--- src/core/hbfm_regs.vh ---
// Register map, field positions, reset values and timing counts
`ifndef HBFM_REGS_VH
`define HBFM_REGS_VH
`define HBFM_ADDR_W 8
`define HBFM_OFF_MAIN_CTRL 8'h00
`define HBFM_OFF_DIAG_CTRL 8'h04
`define HBFM_OFF_CFG_B0 8'h08
`define HBFM_OFF_CFG_B6 8'h20
`define HBFM_OFF_DEV_STAT 8'h24
`define HBFM_OFF_OVL_A 8'h28
`define HBFM_OFF_OVL_B 8'h2c
`define HBFM_OFF_NODE_STAT 8'h30
`define HBFM_MC_EN_LSB 0
`define HBFM_MC_DIAGMODE_BIT 7
`define HBFM_MC_DIAGSEL_LSB 8
`define HBFM_MC_WD_BIT 11
`define HBFM_CFG_VDS_LSB 0
`define HBFM_CFG_DLY_LSB 3
`define HBFM_DS_RCF_BIT 0
`define HBFM_DS_QFS_BIT 1
`define HBFM_DS_MODE_LSB 2
`define HBFM_OVLA_LOW_LSB 6
`define HBFM_RST_MAIN_CTRL 12'h000
`define HBFM_RST_DIAG_CTRL 6'h00
`define HBFM_RST_CFG 7'h00
`define HBFM_MODE_SLEEP 2'h0
`define HBFM_MODE_NORMAL 2'h1
`define HBFM_MODE_FAILSAFE 2'h2
`define HBFM_RESP_OKAY 2'h0
`define HBFM_RESP_SLVERR 2'h2
`define HBFM_CLK_MHZ 100
`define HBFM_DLY_STEP_NS 500
`define HBFM_DGL_NS 2000
`define HBFM_DLY_STEP_CYC ((`HBFM_DLY_STEP_NS * `HBFM_CLK_MHZ + 999) / 1000)
`define HBFM_DGL_CYC ((`HBFM_DGL_NS * `HBFM_CLK_MHZ + 999) / 1000)
`endif

--- src/core/hbfm_top.v ---
// Half-bridge fault supervision, mode control and AXI4-Lite registers
//
// Added by the designer: the AXI4-Lite interface to the registers and the register offsets.
`timescale 1ns/1ns
`include "hbfm_regs.vh"
module hbfm_top #(
    parameter NCH = 7,
    parameter CW = 16
) (
    input wire aclk, // Clock, 100 MHz
    input wire aresetn, // Synchronous reset, active low
    input wire [7:0] s_axi_awaddr, // Write address
    input wire s_axi_awvalid, // Write address valid
    output reg s_axi_awready, // Write address ready
    input wire [31:0] s_axi_wdata, // Write data
    input wire [3:0] s_axi_wstrb, // Write byte strobes
    input wire s_axi_wvalid, // Write data valid
    output reg s_axi_wready, // Write data ready
    output reg [1:0] s_axi_bresp, // Write response
    output reg s_axi_bvalid, // Write response valid
    input wire s_axi_bready, // Write response ready
    input wire [7:0] s_axi_araddr, // Read address
    input wire s_axi_arvalid, // Read address valid
    output reg s_axi_arready, // Read address ready
    output reg [31:0] s_axi_rdata, // Read data
    output reg [1:0] s_axi_rresp, // Read response
    output reg s_axi_rvalid, // Read data valid
    input wire s_axi_rready, // Read data ready
    input wire wake_reset_n, // Wake / reset pin
    input wire external_failsafe_in, // External failsafe pin
    input wire spi_fault, // Serial communication fault
    input wire global_fault_in, // Device global fault present
    input wire [NCH-1:0] drive_high_sel, // Per channel: high side on, else low
    input wire [NCH-1:0] vds_high_cmp, // High-side overload comparators
    input wire [NCH-1:0] vds_low_cmp, // Low-side overload comparators
    input wire [7:0] node_cmp, // Switch-node comparators
    output reg [NCH-1:0] high_gate_out, // High-side gate enables
    output reg [NCH-1:0] low_gate_out, // Low-side gate enables
    output reg [2:0] high_test_current_en, // High-side test currents, odd nodes
    output reg [2:0] low_test_current_en, // Low-side test currents, odd nodes
    output reg [NCH-1:0] hs_active_pulldown_en, // High-side active pull-downs
    output reg switched_pump_out, // Switched pump output
    output reg charge_pump_en, // Charge pump enable
    output reg [3*NCH-1:0] vds_threshold_out, // Thresholds to comparators
    output reg [1:0] mode_out // Operating mode
);
    localparam NS = 4 + 3 * NCH + 8;
    localparam [CW-1:0] STEP_CYC = `HBFM_DLY_STEP_CYC;
    localparam [CW-1:0] DGL_CYC = `HBFM_DGL_CYC;
    // Pin synchronisers
    reg [NS-1:0] sync_a_reg;
    reg [NS-1:0] sync_b_reg;
    wire [NS-1:0] pins_in = {node_cmp, vds_low_cmp, vds_high_cmp, drive_high_sel,
                             global_fault_in, spi_fault, external_failsafe_in, wake_reset_n};
    wire wake_s = sync_b_reg[0];
    wire efs_s = sync_b_reg[1];
    wire spi_fault_s = sync_b_reg[2];
    wire gflt_s = sync_b_reg[3];
    wire [NCH-1:0] dir_s = sync_b_reg[4 +: NCH];
    wire [NCH-1:0] cmph_s = sync_b_reg[4 + NCH +: NCH];
    wire [NCH-1:0] cmpl_s = sync_b_reg[4 + 2 * NCH +: NCH];
    wire [7:0] node_s = sync_b_reg[4 + 3 * NCH +: 8];
    always @(posedge aclk) begin
        if (!aresetn) begin
            sync_a_reg <= {NS{1'b0}};
            sync_b_reg <= {NS{1'b0}};
        end else begin
            sync_a_reg <= pins_in;
            sync_b_reg <= sync_a_reg;
        end
    end
    // Mode state machine
    reg [1:0] mode_reg;
    reg [1:0] mode_next;
    reg wake_prev_reg;
    reg enter_normal;
    reg wd_toggle;
    wire is_normal = (mode_reg == `HBFM_MODE_NORMAL);
    wire fail_req = efs_s | spi_fault_s;
    always @* begin
        mode_next = mode_reg;
        enter_normal = 1'b0;
        case (mode_reg)
            `HBFM_MODE_SLEEP: begin
                if (wake_s && !wake_prev_reg) begin
                    mode_next = `HBFM_MODE_NORMAL;
                    enter_normal = 1'b1;
                end
            end
            `HBFM_MODE_NORMAL: begin
                if (!wake_s) begin
                    mode_next = `HBFM_MODE_SLEEP;
                end else if (fail_req) begin
                    mode_next = `HBFM_MODE_FAILSAFE;
                end
            end
            `HBFM_MODE_FAILSAFE: begin
                if (!wake_s) begin
                    mode_next = `HBFM_MODE_SLEEP;
                end else if (wd_toggle && !efs_s && !spi_fault_s) begin
                    mode_next = `HBFM_MODE_NORMAL;
                    enter_normal = 1'b1;
                end
            end
            default: begin
                mode_next = `HBFM_MODE_SLEEP;
            end
        endcase
    end
    // Register storage
    reg [6:0] en_reg;
    reg diag_mode_reg;
    reg [2:0] diag_sel_reg;
    reg wd_reg;
    reg [5:0] diag_reg;
    reg [7*NCH-1:0] cfg_reg;
    reg rcf_reg;
    reg qfs_reg;
    reg [NCH-1:0] ovl_h_reg;
    reg [NCH-1:0] ovl_l_reg;
    wire clear_regs = enter_normal || (mode_reg == `HBFM_MODE_SLEEP);
    // AXI4-Lite write path
    reg aw_full_reg;
    reg w_full_reg;
    reg [7:0] awaddr_reg;
    reg [31:0] wdata_reg;
    reg [3:0] wstrb_reg;
    wire aw_take = s_axi_awvalid & s_axi_awready;
    wire w_take = s_axi_wvalid & s_axi_wready;
    wire wr_fire = aw_full_reg & w_full_reg & ~s_axi_bvalid;
    wire [31:0] bmask = {{8{wstrb_reg[3]}}, {8{wstrb_reg[2]}},
                         {8{wstrb_reg[1]}}, {8{wstrb_reg[0]}}};
    wire [31:0] wmain = ({20'h00000, wd_reg, diag_sel_reg, diag_mode_reg, en_reg} & ~bmask)
                        | (wdata_reg & bmask);
    wire wr_main = wr_fire && (awaddr_reg == `HBFM_OFF_MAIN_CTRL);
    wire wr_diag = wr_fire && (awaddr_reg == `HBFM_OFF_DIAG_CTRL);
    wire wr_cfg = wr_fire && (awaddr_reg >= `HBFM_OFF_CFG_B0)
                  && (awaddr_reg <= `HBFM_OFF_CFG_B6) && (awaddr_reg[1:0] == 2'h0);
    wire [7:0] cfg_rel = awaddr_reg - `HBFM_OFF_CFG_B0;
    wire [2:0] cfg_idx = cfg_rel[4:2];
    // Failsafe takes only the main control word; sleep takes nothing
    wire wr_ok = is_normal ? (wr_main | wr_diag | wr_cfg)
               : ((mode_reg == `HBFM_MODE_FAILSAFE) & wr_main);
    always @* begin
        wd_toggle = wr_main && (mode_reg == `HBFM_MODE_FAILSAFE)
                    && (wmain[`HBFM_MC_WD_BIT] != wd_reg);
    end
    always @(posedge aclk) begin
        if (!aresetn) begin
            aw_full_reg <= 1'b0;
            w_full_reg <= 1'b0;
            awaddr_reg <= 8'h00;
            wdata_reg <= 32'h00000000;
            wstrb_reg <= 4'h0;
            s_axi_awready <= 1'b0;
            s_axi_wready <= 1'b0;
            s_axi_bvalid <= 1'b0;
            s_axi_bresp <= `HBFM_RESP_OKAY;
        end else begin
            if (aw_take) begin
                aw_full_reg <= 1'b1;
                awaddr_reg <= s_axi_awaddr;
            end else if (wr_fire) begin
                aw_full_reg <= 1'b0;
            end
            if (w_take) begin
                w_full_reg <= 1'b1;
                wdata_reg <= s_axi_wdata;
                wstrb_reg <= s_axi_wstrb;
            end else if (wr_fire) begin
                w_full_reg <= 1'b0;
            end
            s_axi_awready <= ~((aw_full_reg & ~wr_fire) | aw_take);
            s_axi_wready <= ~((w_full_reg & ~wr_fire) | w_take);
            if (wr_fire) begin
                s_axi_bvalid <= 1'b1;
                s_axi_bresp <= wr_ok ? `HBFM_RESP_OKAY : `HBFM_RESP_SLVERR;
            end else if (s_axi_bready) begin
                s_axi_bvalid <= 1'b0;
            end
        end
    end
    // AXI4-Lite read path, clear-on-read side effects
    wire ar_take = s_axi_arvalid & s_axi_arready;
    wire rd_awake = (mode_reg != `HBFM_MODE_SLEEP);
    wire rd_dev = ar_take && rd_awake && (s_axi_araddr == `HBFM_OFF_DEV_STAT);
    wire rd_ovla = ar_take && rd_awake && (s_axi_araddr == `HBFM_OFF_OVL_A);
    wire rd_ovlb = ar_take && rd_awake && (s_axi_araddr == `HBFM_OFF_OVL_B);
    wire [7:0] ar_rel = s_axi_araddr - `HBFM_OFF_CFG_B0;
    wire ar_cfg = (s_axi_araddr >= `HBFM_OFF_CFG_B0) && (s_axi_araddr <= `HBFM_OFF_CFG_B6)
                  && (s_axi_araddr[1:0] == 2'h0);
    wire [NCH-1:0] clr_grp = {rd_ovlb, {(NCH-1){rd_ovla}}};
    reg [31:0] rd_mux;
    reg rd_hit;
    always @* begin
        rd_hit = 1'b1;
        rd_mux = 32'h00000000;
        case (s_axi_araddr)
            `HBFM_OFF_MAIN_CTRL: rd_mux = {20'h00000, wd_reg, diag_sel_reg, diag_mode_reg,
                                           en_reg};
            `HBFM_OFF_DIAG_CTRL: rd_mux = {26'h0000000, diag_reg};
            `HBFM_OFF_DEV_STAT: rd_mux = {28'h0000000, mode_reg, qfs_reg, rcf_reg};
            `HBFM_OFF_OVL_A: rd_mux = {20'h00000, ovl_l_reg[5:0], ovl_h_reg[5:0]};
            `HBFM_OFF_OVL_B: rd_mux = {30'h00000000, ovl_l_reg[6], ovl_h_reg[6]};
            `HBFM_OFF_NODE_STAT: rd_mux = {24'h000000, node_s};
            default: begin
                if (ar_cfg) begin
                    rd_mux = {25'h0000000, cfg_reg[7 * ar_rel[4:2] +: 7]};
                end else begin
                    rd_hit = 1'b0;
                end
            end
        endcase
    end
    always @(posedge aclk) begin
        if (!aresetn) begin
            s_axi_arready <= 1'b0;
            s_axi_rvalid <= 1'b0;
            s_axi_rdata <= 32'h00000000;
            s_axi_rresp <= `HBFM_RESP_OKAY;
        end else begin
            s_axi_arready <= ~((s_axi_rvalid & ~s_axi_rready) | ar_take);
            if (ar_take) begin
                s_axi_rvalid <= 1'b1;
                s_axi_rdata <= rd_hit ? rd_mux : 32'h00000000;
                s_axi_rresp <= rd_hit ? `HBFM_RESP_OKAY : `HBFM_RESP_SLVERR;
            end else if (s_axi_rready) begin
                s_axi_rvalid <= 1'b0;
            end
        end
    end
    // Overload channels
    wire [NCH-1:0] trip_h;
    wire [NCH-1:0] trip_l;
    wire [NCH-1:0] trip_any = (trip_h | trip_l) & {NCH{is_normal}};
    wire [NCH-1:0] faulted = ovl_h_reg | ovl_l_reg;
    genvar gi;
    generate
        for (gi = 0; gi < NCH; gi = gi + 1) begin : g_ch
            wire [3:0] dsel = cfg_reg[7 * gi + `HBFM_CFG_DLY_LSB +: 4];
            wire [CW-1:0] dcyc = ({{(CW-4){1'b0}}, dsel} + {{(CW-1){1'b0}}, 1'b1}) * STEP_CYC;
            hbfm_channel #(
                .CW(CW)
            ) u_ch (
                .aclk(aclk),
                .aresetn(aresetn),
                .on_high(high_gate_out[gi]),
                .on_low(low_gate_out[gi]),
                .cmp_high(cmph_s[gi]),
                .cmp_low(cmpl_s[gi]),
                .delay_cyc(dcyc),
                .dgl_cyc(DGL_CYC),
                .trip_high(trip_h[gi]),
                .trip_low(trip_l[gi])
            );
        end
    endgenerate
    // Control, status and outputs
    integer ci;
    always @(posedge aclk) begin
        if (!aresetn) begin
            mode_reg <= `HBFM_MODE_SLEEP;
            wake_prev_reg <= 1'b1;
            en_reg <= 7'h00;
            diag_mode_reg <= 1'b0;
            diag_sel_reg <= 3'h0;
            wd_reg <= 1'b0;
            diag_reg <= `HBFM_RST_DIAG_CTRL;
            cfg_reg <= {NCH{`HBFM_RST_CFG}};
            rcf_reg <= 1'b0;
            qfs_reg <= 1'b0;
            ovl_h_reg <= {NCH{1'b0}};
            ovl_l_reg <= {NCH{1'b0}};
            high_gate_out <= {NCH{1'b0}};
            low_gate_out <= {NCH{1'b0}};
            high_test_current_en <= 3'h0;
            low_test_current_en <= 3'h0;
            hs_active_pulldown_en <= {NCH{1'b0}};
            switched_pump_out <= 1'b0;
            charge_pump_en <= 1'b0;
            vds_threshold_out <= {3 * NCH{1'b0}};
            mode_out <= `HBFM_MODE_SLEEP;
        end else begin
            mode_reg <= mode_next;
            mode_out <= mode_next;
            wake_prev_reg <= wake_s;
            if (clear_regs) begin
                en_reg <= 7'h00;
                diag_mode_reg <= 1'b0;
                diag_sel_reg <= 3'h0;
                wd_reg <= 1'b0;
                diag_reg <= `HBFM_RST_DIAG_CTRL;
                cfg_reg <= {NCH{`HBFM_RST_CFG}};
                ovl_h_reg <= {NCH{1'b0}};
                ovl_l_reg <= {NCH{1'b0}};
                qfs_reg <= 1'b0;
                rcf_reg <= enter_normal;
            end else begin
                if (wr_ok && wr_main) begin
                    if (is_normal) begin
                        en_reg <= wmain[6:0] & ~faulted & ~trip_any;
                    end
                    diag_mode_reg <= wmain[`HBFM_MC_DIAGMODE_BIT];
                    diag_sel_reg <= wmain[`HBFM_MC_DIAGSEL_LSB +: 3];
                    wd_reg <= wmain[`HBFM_MC_WD_BIT];
                end else begin
                    en_reg <= en_reg & ~trip_any;
                end
                if (wr_ok && wr_diag) begin
                    diag_reg <= (diag_reg & ~bmask[5:0]) | (wdata_reg[5:0] & bmask[5:0]);
                end
                for (ci = 0; ci < NCH; ci = ci + 1) begin
                    if (wr_ok && wr_cfg && (cfg_idx == ci)) begin
                        cfg_reg[7 * ci +: 7] <= (cfg_reg[7 * ci +: 7] & ~bmask[6:0])
                                                | (wdata_reg[6:0] & bmask[6:0]);
                    end
                end
                // Hardware set wins over read clear
                ovl_h_reg <= (ovl_h_reg & ~clr_grp) | (trip_h & {NCH{is_normal}});
                ovl_l_reg <= (ovl_l_reg & ~clr_grp) | (trip_l & {NCH{is_normal}});
                qfs_reg <= (qfs_reg & ~rd_dev) | (|trip_any);
                rcf_reg <= rcf_reg & ~rd_dev;
            end
            high_gate_out <= {NCH{mode_next == `HBFM_MODE_NORMAL}} & en_reg & dir_s
                             & ~trip_any & ~faulted;
            low_gate_out <= {NCH{mode_next == `HBFM_MODE_NORMAL}} & en_reg & ~dir_s
                            & ~trip_any & ~faulted;
            // Test currents, independent of each other
            if ((mode_next == `HBFM_MODE_NORMAL) && !gflt_s && !clear_regs) begin
                high_test_current_en <= diag_reg[2:0];
                low_test_current_en <= diag_reg[5:3];
                hs_active_pulldown_en <= {NCH{~(|diag_reg)}};
            end else begin
                high_test_current_en <= 3'h0;
                low_test_current_en <= 3'h0;
                hs_active_pulldown_en <= {NCH{mode_next == `HBFM_MODE_NORMAL}};
            end
            switched_pump_out <= (mode_next == `HBFM_MODE_NORMAL);
            charge_pump_en <= (mode_next == `HBFM_MODE_NORMAL);
            for (ci = 0; ci < NCH; ci = ci + 1) begin
                vds_threshold_out[3 * ci +: 3] <= cfg_reg[7 * ci + `HBFM_CFG_VDS_LSB +: 3];
            end
        end
    end
endmodule

--- src/core/hbfm_channel.v ---
// Per half-bridge overload timer: detect delay, deglitch, trip pulses
`timescale 1ns/1ns
module hbfm_channel #(
    parameter CW = 16
) (
    input wire aclk, // Clock
    input wire aresetn, // Synchronous reset, active low
    input wire on_high, // High-side gate commanded on
    input wire on_low, // Low-side gate commanded on
    input wire cmp_high, // High-side drain-source comparator
    input wire cmp_low, // Low-side drain-source comparator
    input wire [CW-1:0] delay_cyc, // Detect delay in cycles
    input wire [CW-1:0] dgl_cyc, // Deglitch length in cycles
    output reg trip_high, // One-cycle trip, high side
    output reg trip_low // One-cycle trip, low side
);
    reg prev_high_reg;
    reg prev_low_reg;
    reg [CW-1:0] dly_cnt_reg;
    reg [CW-1:0] dgl_cnt_reg;
    wire turn_on = (on_high & ~prev_high_reg) | (on_low & ~prev_low_reg);
    wire expired = (dly_cnt_reg >= delay_cyc);
    wire cmp_act = (on_high & cmp_high) | (on_low & cmp_low);
    wire fire = expired & cmp_act & (dgl_cnt_reg == dgl_cyc - {{(CW-1){1'b0}}, 1'b1});

    always @(posedge aclk) begin
        if (!aresetn) begin
            prev_high_reg <= 1'b0;
            prev_low_reg <= 1'b0;
            dly_cnt_reg <= {CW{1'b0}};
            dgl_cnt_reg <= {CW{1'b0}};
            trip_high <= 1'b0;
            trip_low <= 1'b0;
        end else begin
            prev_high_reg <= on_high;
            prev_low_reg <= on_low;
            // Delay restarts at each turn-on
            if (turn_on || !(on_high || on_low)) begin
                dly_cnt_reg <= {CW{1'b0}};
            end else if (!expired) begin
                dly_cnt_reg <= dly_cnt_reg + {{(CW-1){1'b0}}, 1'b1};
            end
            // Deglitch runs only after the delay
            if (turn_on || !expired || !cmp_act || fire) begin
                dgl_cnt_reg <= {CW{1'b0}};
            end else begin
                dgl_cnt_reg <= dgl_cnt_reg + {{(CW-1){1'b0}}, 1'b1};
            end
            trip_high <= fire & on_high & cmp_high;
            trip_low <= fire & on_low & cmp_low;
        end
    end
endmodule

--- config.mk ---
export PLATFORM = sky130hd
export DESIGN_NAME = hbfm_top
export DESIGN_NICKNAME = d
export VERILOG_FILES = /design/src/core/hbfm_top.v /design/src/core/hbfm_channel.v
export VERILOG_INCLUDE_DIRS = /design/src /design/src/core
export SDC_FILE = /design/constraint.sdc
export NUM_CORES = 1
export LEC_CHECK = 0
export ABC_AREA = 1
export BUFFER_PORTS_ARGS = -buffer_cell sky130_fd_sc_hd__buf_4
export CORE_MARGIN = 1.5
export CORE_UTILIZATION = 48
export DETAILED_ROUTE_END_ITERATION = 10
export PLACE_DENSITY = 0.72
export SYNTH_ARGS = -nofsm -noshare
export SYNTH_HDL_FRONTEND = slang
export SYNTH_SLANG_ARGS = --single-unit
--- constraint.sdc ---
create_clock -name aclk -period 3.7 [get_ports aclk]
set_clock_uncertainty 0.1 [all_clocks]
set_input_delay 1.11 -clock aclk [delete_from_list [all_inputs] [get_ports aclk]]
set_output_delay 1.11 -clock aclk [all_outputs]
set_load 0.01 [all_outputs]
==> impl_metrics.tcl, run 1 <==
set metrics [dict create \
    status "finished with violations" \
    failed_checks "setup timing" \
    rows 83 \
    dp_hpwl_um 46100 \
    detail_route.drc_violations 0 \
    dpl_worst_slack_ns -0.313 \
    grt_util_met2 0.390 \
    postSynth.topFlopCell "dfxtp_1" \
    cts.sinks 490 \
    clock_buffers_created_by_tritoncts 52 \
    chipWidth_um 232 \
    synthDominantAreaCellType "dfxtp_1" \
    leakagePower_nw 14.0 \
    synthesis.area_per_instance_um2 7.33 \
    drv_cap 0 \
    hp-class "reg2reg" \
    fmaxAchievable_mhz 259 \
    synth-edff-count 0 \
    core_mm2 0.0517 \
    gr-usage-met3 0.0408 \
    yosysWarnings 0 \
    firstDrtPassIters 5 \
    layer_with_the_highest_usage "met2" \
    rsz0062_at_grt "yes" \
    initialDrtViolationCount 1711 \
    number_of_antenna_violations_at_the_first_check_in_global_routing 0 \
    power_mw 11.3 \
    pin_count 185 \
    cts_max_level 2 \
    min_period_ns 3.85 \
    met1_usage 0.300 \
    critical_path_buf_inv_count 3 \
    worstSetupEndpointType "flop" \
    ys_seq_elements 490 \
    first_global_vias 21000 \
    num_antenna_cells 0 \
    worst_path_largest_cell_delay_ns 0.37 \
    count_of_final_hold_check_violations 0 \
    max-slew-margin-rel 0.474 \
    cellPowerDensity_mw_per_mm2 340 \
    final_nets 4031 \
    netlist_top_cells_area "dfxtp_1 39%, nand2_1 9.9%, ha_1 9.5%, inv_1 7.7%, nor2_1 7.0%" \
    worst-setup-path-type "reg2reg" \
    crit_path_start_kind "flop" \
    via_count 22900 \
    cts_max_path_buffers 3 \
    routed_wirelength_um 67700 \
    gp_congestion 0.933 \
    synth.top_cell.area_share 0.388 \
    global_route.overflow_total 0 \
    die-area_mm2 0.0540 \
    pin_count_of_the_biggest_net_entering_global_routing 76 \
    crit_path_top_delay_cell "dfxtp_4" \
    die_h_um 232 \
    path_clk_slew_ns 0.06 \
    fin_max_slew_vios 0 \
    detail_route.wl_per_cell_um 15.2 \
    worst_ep_required_time_ns 4.12 \
    fillerInstances 4190 \
    path_delay_family "adder cells" \
    final_cycle_share 1.04 \
    grt_first_pass_wirelength_um 103000 \
    cts_tree "yes" \
    syn-instance-count 3448 \
    initial_utilization 0.489 \
    cts.root.buffer_cell "clkbuf_16" \
    yosysMostFrequentCell "nand2_1" \
    share_of_final_layout_standard_cells_stronger_than_drive_strength_1 0.241 \
    synth_top_cells_by_count "665 x nand2_1, 516 x inv_1, 490 x dfxtp_1" \
    worst_slew_pin_slew_ns 0.790 \
    synthArstFlopShare 0 \
    cp_data_arrival_time_ns 4.27 \
    layout.core_utilization 0.640 \
    clkLatencyLatePin_ns 0.63 \
    final_antenna_net_count 0 \
    sequential_to_total_area_share_from_yosys_stat 0.388 \
    finalSetupViolations 121 \
    via_per_inst 5.14 \
    crit_fanout 8 \
    port_buffers 140 \
    ir_worst_vdd_mv 0.377 \
    crit_path_cell_trace "ha_4, xor2_4, buf_4, ha_4, ha_4, ha_4, ha_4, a31oi_1, xor2_1, ha_1, a21oi_2, nor2_2, nor4_4, nand3_2, buf_6, nand3_4, clkbuf_16, nor2_1" \
    post_synth_num_cell_types 44 \
    syn-cell-area_mm2 0.0253 \
    worst_slack_ns -0.155 \
    path_common_cell "ha_4" \
    areaGrowthSynthToFinish_pct 31.0 \
    global_route.usage.total 0.234 \
]
==> area by class of cell <==
cell class,count,area [um^2],area share
Inverter,520,1960,0.0591
Multi-Input combinational cell,2325,15600,0.470
Tap cell,680,851,0.0257
Clock buffer,72,1500,0.0452
Sequential cell,490,9870,0.298
Clock inverter,21,332,0.0100
Timing Repair Buffer,353,3030,0.0915
==> stage by stage <==
| stage | cell area, um^2 | TNS (ns) | hold slack, ns | cells |
|---|---|---|---|---|
| final | 33100 | -8.03 | 0.307 | 4461 |
| after global routing | 33100 | -28.75 | 0.324 | 4461 |
| after CTS | 31000 | 0 | 0.306 | 4437 |
| after detailed placement | 28300 | -42.57 | 0.295 | 4329 |
| after global placement | 28300 | -28.43 | 0.295 | 4329 |
| after floorplan | 25700 | -0.779 | 0.290 | 3469 |
==> power breakdown <==
part | switching (mW) | leakage (nW) | total (mW) | internal, mW
clock network | 2.23 | 0.889 | 5.55 | 3.32
logic | 0.228 | 9.13 | 0.354 | 0.125
registers | 0.0454 | 3.98 | 5.37 | 5.33
==> path summary, 6_finish.rpt <==
path,from,to,cells after the start,slack (ns)
max,flop,g_ch[0].u_ch.dgl_cnt_reg[3]$_SDFF_PP0_,18,-0.15
min,sync_a_reg[3]$_SDFF_PN0_,sync_b_reg[3]$_SDFF_PN0_,2,0.31
max reg2reg,flop,g_ch[0].u_ch.dgl_cnt_reg[3]$_SDFF_PP0_,18,-0.15
min reg2reg,sync_a_reg[3]$_SDFF_PN0_,sync_b_reg[3]$_SDFF_PN0_,2,0.31
==> worst reg2reg max path, stage by stage (launching register included) <==
cell       delay (ns)
dfxtp_4          0.37
ha_4             0.19
xor2_4           0.18
buf_4            0.14
ha_4             0.16
ha_4             0.28
ha_4             0.20
ha_4             0.25
a31oi_1          0.23
xor2_1           0.20
ha_1             0.29
a21oi_2          0.15
nor2_2           0.07
nor4_4           0.36
nand3_2          0.12
buf_6            0.17
nand3_4          0.11
clkbuf_16        0.16
nor2_1           0.04
==> routing by layer <==
layer	vias to the layer above	wire length, um
met4	0	2530
li1	11500	-
met3	154	4490
met1	10500	28300
met5	-	0
met2	724	32400
==> cell families after synthesis <==
kind of cell,synth area share
adders and majority gates,0.0993
DFF,0.388
AOI/OAI and AO/OA,0.0800
other,0.000148
xor gates and xnor gates,0.0655
and+or+nand+nor,0.262
buffers and inverters,0.105
==> repair_timing <==
action,in CTS,in global routing
gates resized for setup,141,438
cloned,3,7
setup endpoints to repair,209,210
buffers inserted,12,22
hold buffers,0,0
endpoints found under the hold margin,0,0
pin swaps,81,178
==> cell usage in the layout, fill, tap and decap left out, types with 8 or more instances in the layout <==
master and instances:
or2_2 16, nor2_1 379, dfxtp_1 471, nor4_1 8, inv_2 17, nor2_4 35
conb_1 22, xnor2_1 39, nor3b_1 8, a21oi_2 73, buf_6 26, xor2_1 132
ha_4 69, dfxtp_4 14, buf_8 11, nand2_1 579, nand2_4 24, clkbuf_16 56
a21oi_1 120, o211ai_1 12, nand2_2 65, nor3_1 54, nand3_2 22, ha_1 117
clkbuf_1 8, o21ai_0 83, inv_1 498, nand3_4 15, nor3_4 10, a22o_1 8
nand3_1 142, xor2_4 8, buf_4 300, nand4_1 126, o21bai_1 28, clkbuf_8 12
nor2_2 58, buf_12 9
Power figures use the tool's default switching activity.
==> run 2: changes to the inputs <==
- PLACE_DENSITY: 0.72 -> 0.79
==> impl_metrics.tcl, run 2 (synthesis gave the netlist of run 1 again) <==
set metrics [dict create \
    cts.root.buffer_cell "clkbuf_16" \
    rrSetupSlack_ns -0.27 \
    dp_hpwl_um 46400 \
    port_buffers 140 \
    power_switching_share 0.228 \
    firstDrtPassIters 8 \
    clkLatencyLatePin_ns 0.63 \
    count_of_final_hold_check_violations 0 \
    layout.core_utilization 0.646 \
    path_common_cell "ha_4" \
    final_antenna_net_count 0 \
    setup_tns_ns -22.51 \
    p_int_mw 8.55 \
    via_count 24000 \
    pin_count_of_the_biggest_net_entering_global_routing 58 \
    detail_route.drc_violations 0 \
    die_h_um 232 \
    multiInputGateArea_mm2 0.0159 \
    leakagePower_nw 14.2 \
    number_of_antenna_violations_at_the_first_check_in_global_routing 3 \
    cts_max_level 2 \
    path_delay_family "adder cells" \
    rsz0062_at_grt "yes" \
    cellPowerDensity_mw_per_mm2 332 \
    path_clk_slew_ns 0.06 \
    worstSetupEndpointType "flop" \
    fillerInstances 3927 \
    final_nets 4025 \
    drv_cap 0 \
    failed_checks "setup timing" \
    total_area_of_sequential_cells_mm2 0.00987 \
    cp_data_arrival_time_ns 4.34 \
    pwr-share-comb 0.032 \
    rows 83 \
    grt_first_pass_wirelength_um 105000 \
    share_of_final_layout_standard_cells_stronger_than_drive_strength_1 0.249 \
    cts_tree "yes" \
    min_period_ns 3.97 \
    cts_max_path_buffers 3 \
    clock_buffers_created_by_tritoncts 51 \
    post_route_hold_slack_ns 0.309 \
    status "finished with violations" \
    max-slew-margin-rel 0.428 \
    first_global_vias 21500 \
    cts.sinks 490 \
    final_cell_mix "562 x nand2_1, 492 x inv_1, 470 x dfxtp_1" \
    initialDrtViolationCount 1998 \
    crit_path_top_delay_cell "dfxtp_4" \
    detail_route.wl_per_cell_um 16.8 \
    core_mm2 0.0517 \
    pin_count 185 \
    cts-hold-fix-buffers 0 \
    placement.cell_area_mm2 0.0282 \
    global_route.overflow_total 0 \
    worst_ep_required_time_ns 4.07 \
    worst-setup-path-type "reg2reg" \
    global_route.usage.total 0.238 \
    finalSetupViolations 182 \
    ir_worst_vdd_mv 0.358 \
    stdcell_area_mm2 0.0334 \
    mostFrequentLayoutCell "nand2_1" \
    via_per_inst 5.38 \
    fmaxAchievable_mhz 252 \
    reg2reg_to "g_ch[1].u_ch.dly_cnt_reg[2]$_SDFFE_PP0P_" \
    die-area_mm2 0.0540 \
    power.switching_mw 2.52 \
    gp_congestion 0.960 \
    crit_path_start_kind "flop" \
    r2r_cells 19 \
    worst_slack_ns -0.266 \
    areaGrowthSynthToFinish_pct 32.1 \
    hold-path-endpoint "sync_b_reg[1]$_SDFF_PN0_" \
    hp-class "reg2reg" \
    critical_path_buf_inv_count 4 \
    initial_utilization 0.489 \
    worst_slew_pin_slew_ns 0.850 \
    worst_path_largest_cell_delay_ns 0.37 \
    final_cycle_share 1.07 \
    min_from "sync_a_reg[1]$_SDFF_PN0_" \
    crit_path_cell_trace "ha_4, xor2_4, buf_6, ha_4, ha_4, ha_4, ha_4, inv_4, o31ai_4, xnor2_1, ha_1, a21oi_2, nor2_2, nor4_4, nand3_2, buf_6, buf_12, nand2_2, a21oi_2" \
    chipWidth_um 232 \
    sequentialPowerShare 0.485 \
    fin_max_slew_vios 0 \
    routed_wirelength_um 74900 \
    timing.hold.worst_path_depth 2 \
    pwr-share-clk 0.482 \
    crit_fanout 7 \
]
run 2: cell count changes in the layout (fill, tap and decap cells not counted), moves of 7 or more:
cell	before	now
buf_8	11	4
nand3_2	22	15
nand3_4	15	22
buf_4	300	289
buf_6	26	38
a21oi_1	120	113
ha_1	117	110
nand2_1	579	562
nand2_4	24	39
run 2: repair_timing:
item | CTS | global route
hold endpoints to repair | 0 | 0
buffers inserted | 17 | 22
gates cloned | 5 | 5
endpoints found under the setup margin | 210 | 210
pin swaps | 91 | 222
resized for setup | 186 | 453
run 2: worst max path at each step:
stage,to,slack (ns),cells after the start
2_1_floorplan,g_ch[1].u_ch.dgl_cnt_reg[2]$_SDFF_PP0_,-0.06,18
3_3_place_gp,g_ch[1].u_ch.dly_cnt_reg[7]$_SDFFE_PP0P_,-0.22,19
3_5_place_dp,g_ch[5].u_ch.dgl_cnt_reg[10]$_SDFF_PP0_,-0.33,19
4_1_cts,g_ch[5].u_ch.dly_cnt_reg[1]$_SDFFE_PP0P_,-0.11,21
5_1_grt,g_ch[1].u_ch.dly_cnt_reg[2]$_SDFFE_PP0P_,-0.34,19
6_report,g_ch[1].u_ch.dly_cnt_reg[2]$_SDFFE_PP0P_,-0.27,19
run 2: power by group through the flow:
stage                     combinational, mW  clock [mW]  sequential (mW)
after floorplan                       0.205           0             5.48
after global placement                0.337           0             5.49
after detailed placement              0.341           0             5.50
after CTS                             0.344        5.38             5.37
after global routing                  0.389        5.60             5.38
final                                 0.359        5.34             5.37
run 2: area by class of cell:
type	instances	share of cell area
clock buffer	71	0.0435
sequential	490	0.296
multi-input combinational	2325	0.477
antenna	1	0.0000750
clock inverter	22	0.00854
inverter	520	0.0586
timing repair buffer	348	0.0913
tap	680	0.0255
run 2: per-layer routing:
layer	vias to the layer above	share of wire	GRT usage	routed length [um]
met5	-	0.00015	0	11
met4	2	0.059	0.112	4420
met3	322	0.071	0.0379	5320
met2	1059	0.48	0.396	35900
met1	11100	0.39	0.300	29200
li1	11500	-	-	-
run 2: worst min-delay path: cells and delay by family, from the launching register on:
| kind | cells | cell delay, ns |
|---|---|---|
| flip-flops | 1 | 0.30 |
| buffers and inverters | 1 | 0.04 |
| AND/OR/NAND/NOR | 1 | 0.04 |
run 2: per-stage QoR:
step           power [mW]  worst slack, ns  std cells
2_1_floorplan        5.68          -0.0591       3469
3_3_place_gp         5.83           -0.218       4322
3_5_place_dp         5.84           -0.330       4322
4_1_cts              11.1           -0.110       4436
5_1_grt              11.4           -0.339       4457
6_report             11.1           -0.266       4457
==> run 3: changes to the inputs <==
--- a/config.mk
+++ b/config.mk
@@ -13,4 +13,5 @@
 export DETAILED_ROUTE_END_ITERATION = 10
 export PLACE_DENSITY = 0.79
+export SKIP_CTS_REPAIR_TIMING = 1
 export SYNTH_ARGS = -nofsm -noshare
 export SYNTH_HDL_FRONTEND = slang
--- a/constraint.sdc
+++ b/constraint.sdc
@@ -3,3 +3,3 @@
 set_input_delay 1.11 -clock aclk [delete_from_list [all_inputs] [get_ports aclk]]
 set_output_delay 1.11 -clock aclk [all_outputs]
-set_load 0.01 [all_outputs]
+set_load 0.05 [all_outputs]
==> impl_metrics.tcl, run 3 (synthesis gave the netlist of run 1 again) <==
set metrics [dict create \
    timing.hold.worst_path_depth 2 \
    path_common_cell "ha_4" \
    grt_first_pass_wirelength_um 99500 \
    via_per_inst 5.31 \
    global_route.usage.total 0.226 \
    global_route.overflow_total 0 \
    leakagePower_nw 13.8 \
    detail_route.drc_violations 0 \
    worst_slack_ns -0.210 \
    routed_wirelength_um 70200 \
    path_clk_slew_ns 0.06 \
    min_from "sync_a_reg[1]$_SDFF_PN0_" \
    power_switching_share 0.228 \
    drv_cap 0 \
    die_h_um 232 \
    num_antenna_cells 0 \
    pwr-share-comb 0.037 \
    worst_path_largest_cell_delay_ns 0.40 \
    clock_buffers_created_by_tritoncts 51 \
    min_period_ns 3.91 \
    hp-class "reg2reg" \
    detail_route.wl_per_cell_um 15.8 \
    fillerInstances 4125 \
    ir_worst_vdd_mv 0.406 \
    rows 83 \
    die-area_mm2 0.0540 \
    pwr-share-clk 0.478 \
    cp_data_arrival_time_ns 4.34 \
    dp_cells 4322 \
    reg2reg_to "g_ch[6].u_ch.dgl_cnt_reg[14]$_SDFF_PP0_" \
    hold-path-endpoint "sync_b_reg[1]$_SDFF_PN0_" \
    cts_max_level 2 \
    cts.sinks 490 \
    finalSetupViolations 139 \
    rrSetupSlack_ns -0.21 \
    final_antenna_net_count 0 \
    cts_max_path_buffers 3 \
    stdcell_count 4435 \
    initialDrtViolationCount 2085 \
    r2r_cells 20 \
    count_of_final_hold_check_violations 0 \
    final_cycle_share 1.06 \
    crit_path_cell_trace "ha_4, xor2_4, buf_6, inv_4, nor2_4, ha_4, ha_4, ha_4, inv_2, o31ai_4, xnor2_1, ha_1, nand2_1, nor3_2, nand3_1, nand3_1, buf_6, nand3_4, clkbuf_16, a21oi_1" \
    worst_slew_pin_slew_ns 0.839 \
    chipWidth_um 232 \
    path_delay_family "adder cells" \
    cts_tree "yes" \
    core_mm2 0.0517 \
    cellPowerDensity_mw_per_mm2 341 \
    initial_utilization 0.489 \
    port_buffers 140 \
    number_of_antenna_violations_at_the_first_check_in_global_routing 2 \
    rsz0062_at_grt "yes" \
    via_count 23600 \
    gp_congestion 0.960 \
    share_of_final_layout_standard_cells_stronger_than_drive_strength_1 0.216 \
    sequentialPowerShare 0.485 \
    worstSetupEndpointType "flop" \
    firstDrtPassIters 6 \
    pin_count_of_the_biggest_net_entering_global_routing 58 \
    setup_tns_ns -12.14 \
    pin_count 185 \
    path_length_in_cells_of_the_critical_path 20 \
    clkLatencyLatePin_ns 0.61 \
    worst_ep_required_time_ns 4.13 \
    max-slew-margin-rel 0.435 \
    status "finished with violations" \
    final_nets 4004 \
    crit_path_start_kind "flop" \
    failed_checks "setup timing" \
    fmaxAchievable_mhz 256 \
    p_int_mw 8.55 \
    areaGrowthSynthToFinish_pct 28.7 \
    mostFrequentLayoutCell "nand2_1" \
    worst-setup-path-type "reg2reg" \
    cts.root.buffer_cell "clkbuf_16" \
    critical_path_buf_inv_count 5 \
    dp_hpwl_um 46400 \
    final_cell_mix "603 x nand2_1, 497 x inv_1, 473 x dfxtp_1" \
    crit_path_top_delay_cell "dfxtp_4" \
    crit_fanout 8 \
    first_global_vias 20600 \
    power.switching_mw 2.53 \
    multiInputGateArea_mm2 0.0153 \
    fin_max_slew_vios 0 \
    total_area_of_sequential_cells_mm2 0.00987 \
]
run 3: area by class of cell:
cell class                      count  share of cell area
Multi-Input combinational cell   2325               0.471
Inverter                          520              0.0602
Tap cell                          680              0.0262
Timing Repair Buffer              327              0.0858
Clock inverter                     22             0.00877
Clock buffer                       71              0.0447
Sequential cell                   490               0.303
run 3: layer usage:
metal	GRT usage	up-vias	part of all wire
met2	0.372	942	0.48
met4	0.100	4	0.052
met1	0.287	10900	0.40
met3	0.0401	269	0.074
li1	-	11500	-
met5	0	-	0.00036
run 3: tightest hold or removal path: cells and delay by family, from the launching register on:
family,cells,cell delay [ns]
buf+inv,1,0.04
flops,1,0.30
simple gates,1,0.04
run 3: how the worst max path moves through the flow:
stage / from / slack, ns / endpoint
2_1_floorplan: flop / -0.06 / g_ch[1].u_ch.dgl_cnt_reg[2]$_SDFF_PP0_
3_3_place_gp: flop / -0.22 / g_ch[1].u_ch.dly_cnt_reg[7]$_SDFFE_PP0P_
5_1_grt: flop / -0.30 / g_ch[6].u_ch.dgl_cnt_reg[14]$_SDFF_PP0_
6_report: flop / -0.21 / g_ch[6].u_ch.dgl_cnt_reg[14]$_SDFF_PP0_
4_1_cts: flop / -0.45 / g_ch[1].u_ch.dly_cnt_reg[4]$_SDFFE_PP0P_
3_5_place_dp: flop / -0.33 / g_ch[5].u_ch.dgl_cnt_reg[10]$_SDFF_PP0_
run 3: power by group through the flow:
stage / logic [mW] / clock network, mW / registers, mW
final: 0.415 / 5.29 / 5.37
after global routing: 0.448 / 5.58 / 5.38
after CTS: 0.404 / 5.38 / 5.38
after detailed placement: 0.402 / 0 / 5.50
after global placement: 0.398 / 0 / 5.49
after floorplan: 0.249 / 0 / 5.50
run 3: through the flow:
step                      hold WS, ns  power [mW]  utilization  setup slack, ns  area, um^2
final                           0.310        11.1        0.629           -0.210       32500
after global routing            0.323        11.4        0.629           -0.303       32500
after CTS                       0.310        11.2        0.579           -0.446       30000
after detailed placement        0.295        5.90        0.546           -0.330       28200
after global placement          0.294        5.89        0.546           -0.218       28200
after floorplan                 0.290        5.75            -          -0.0591       25700
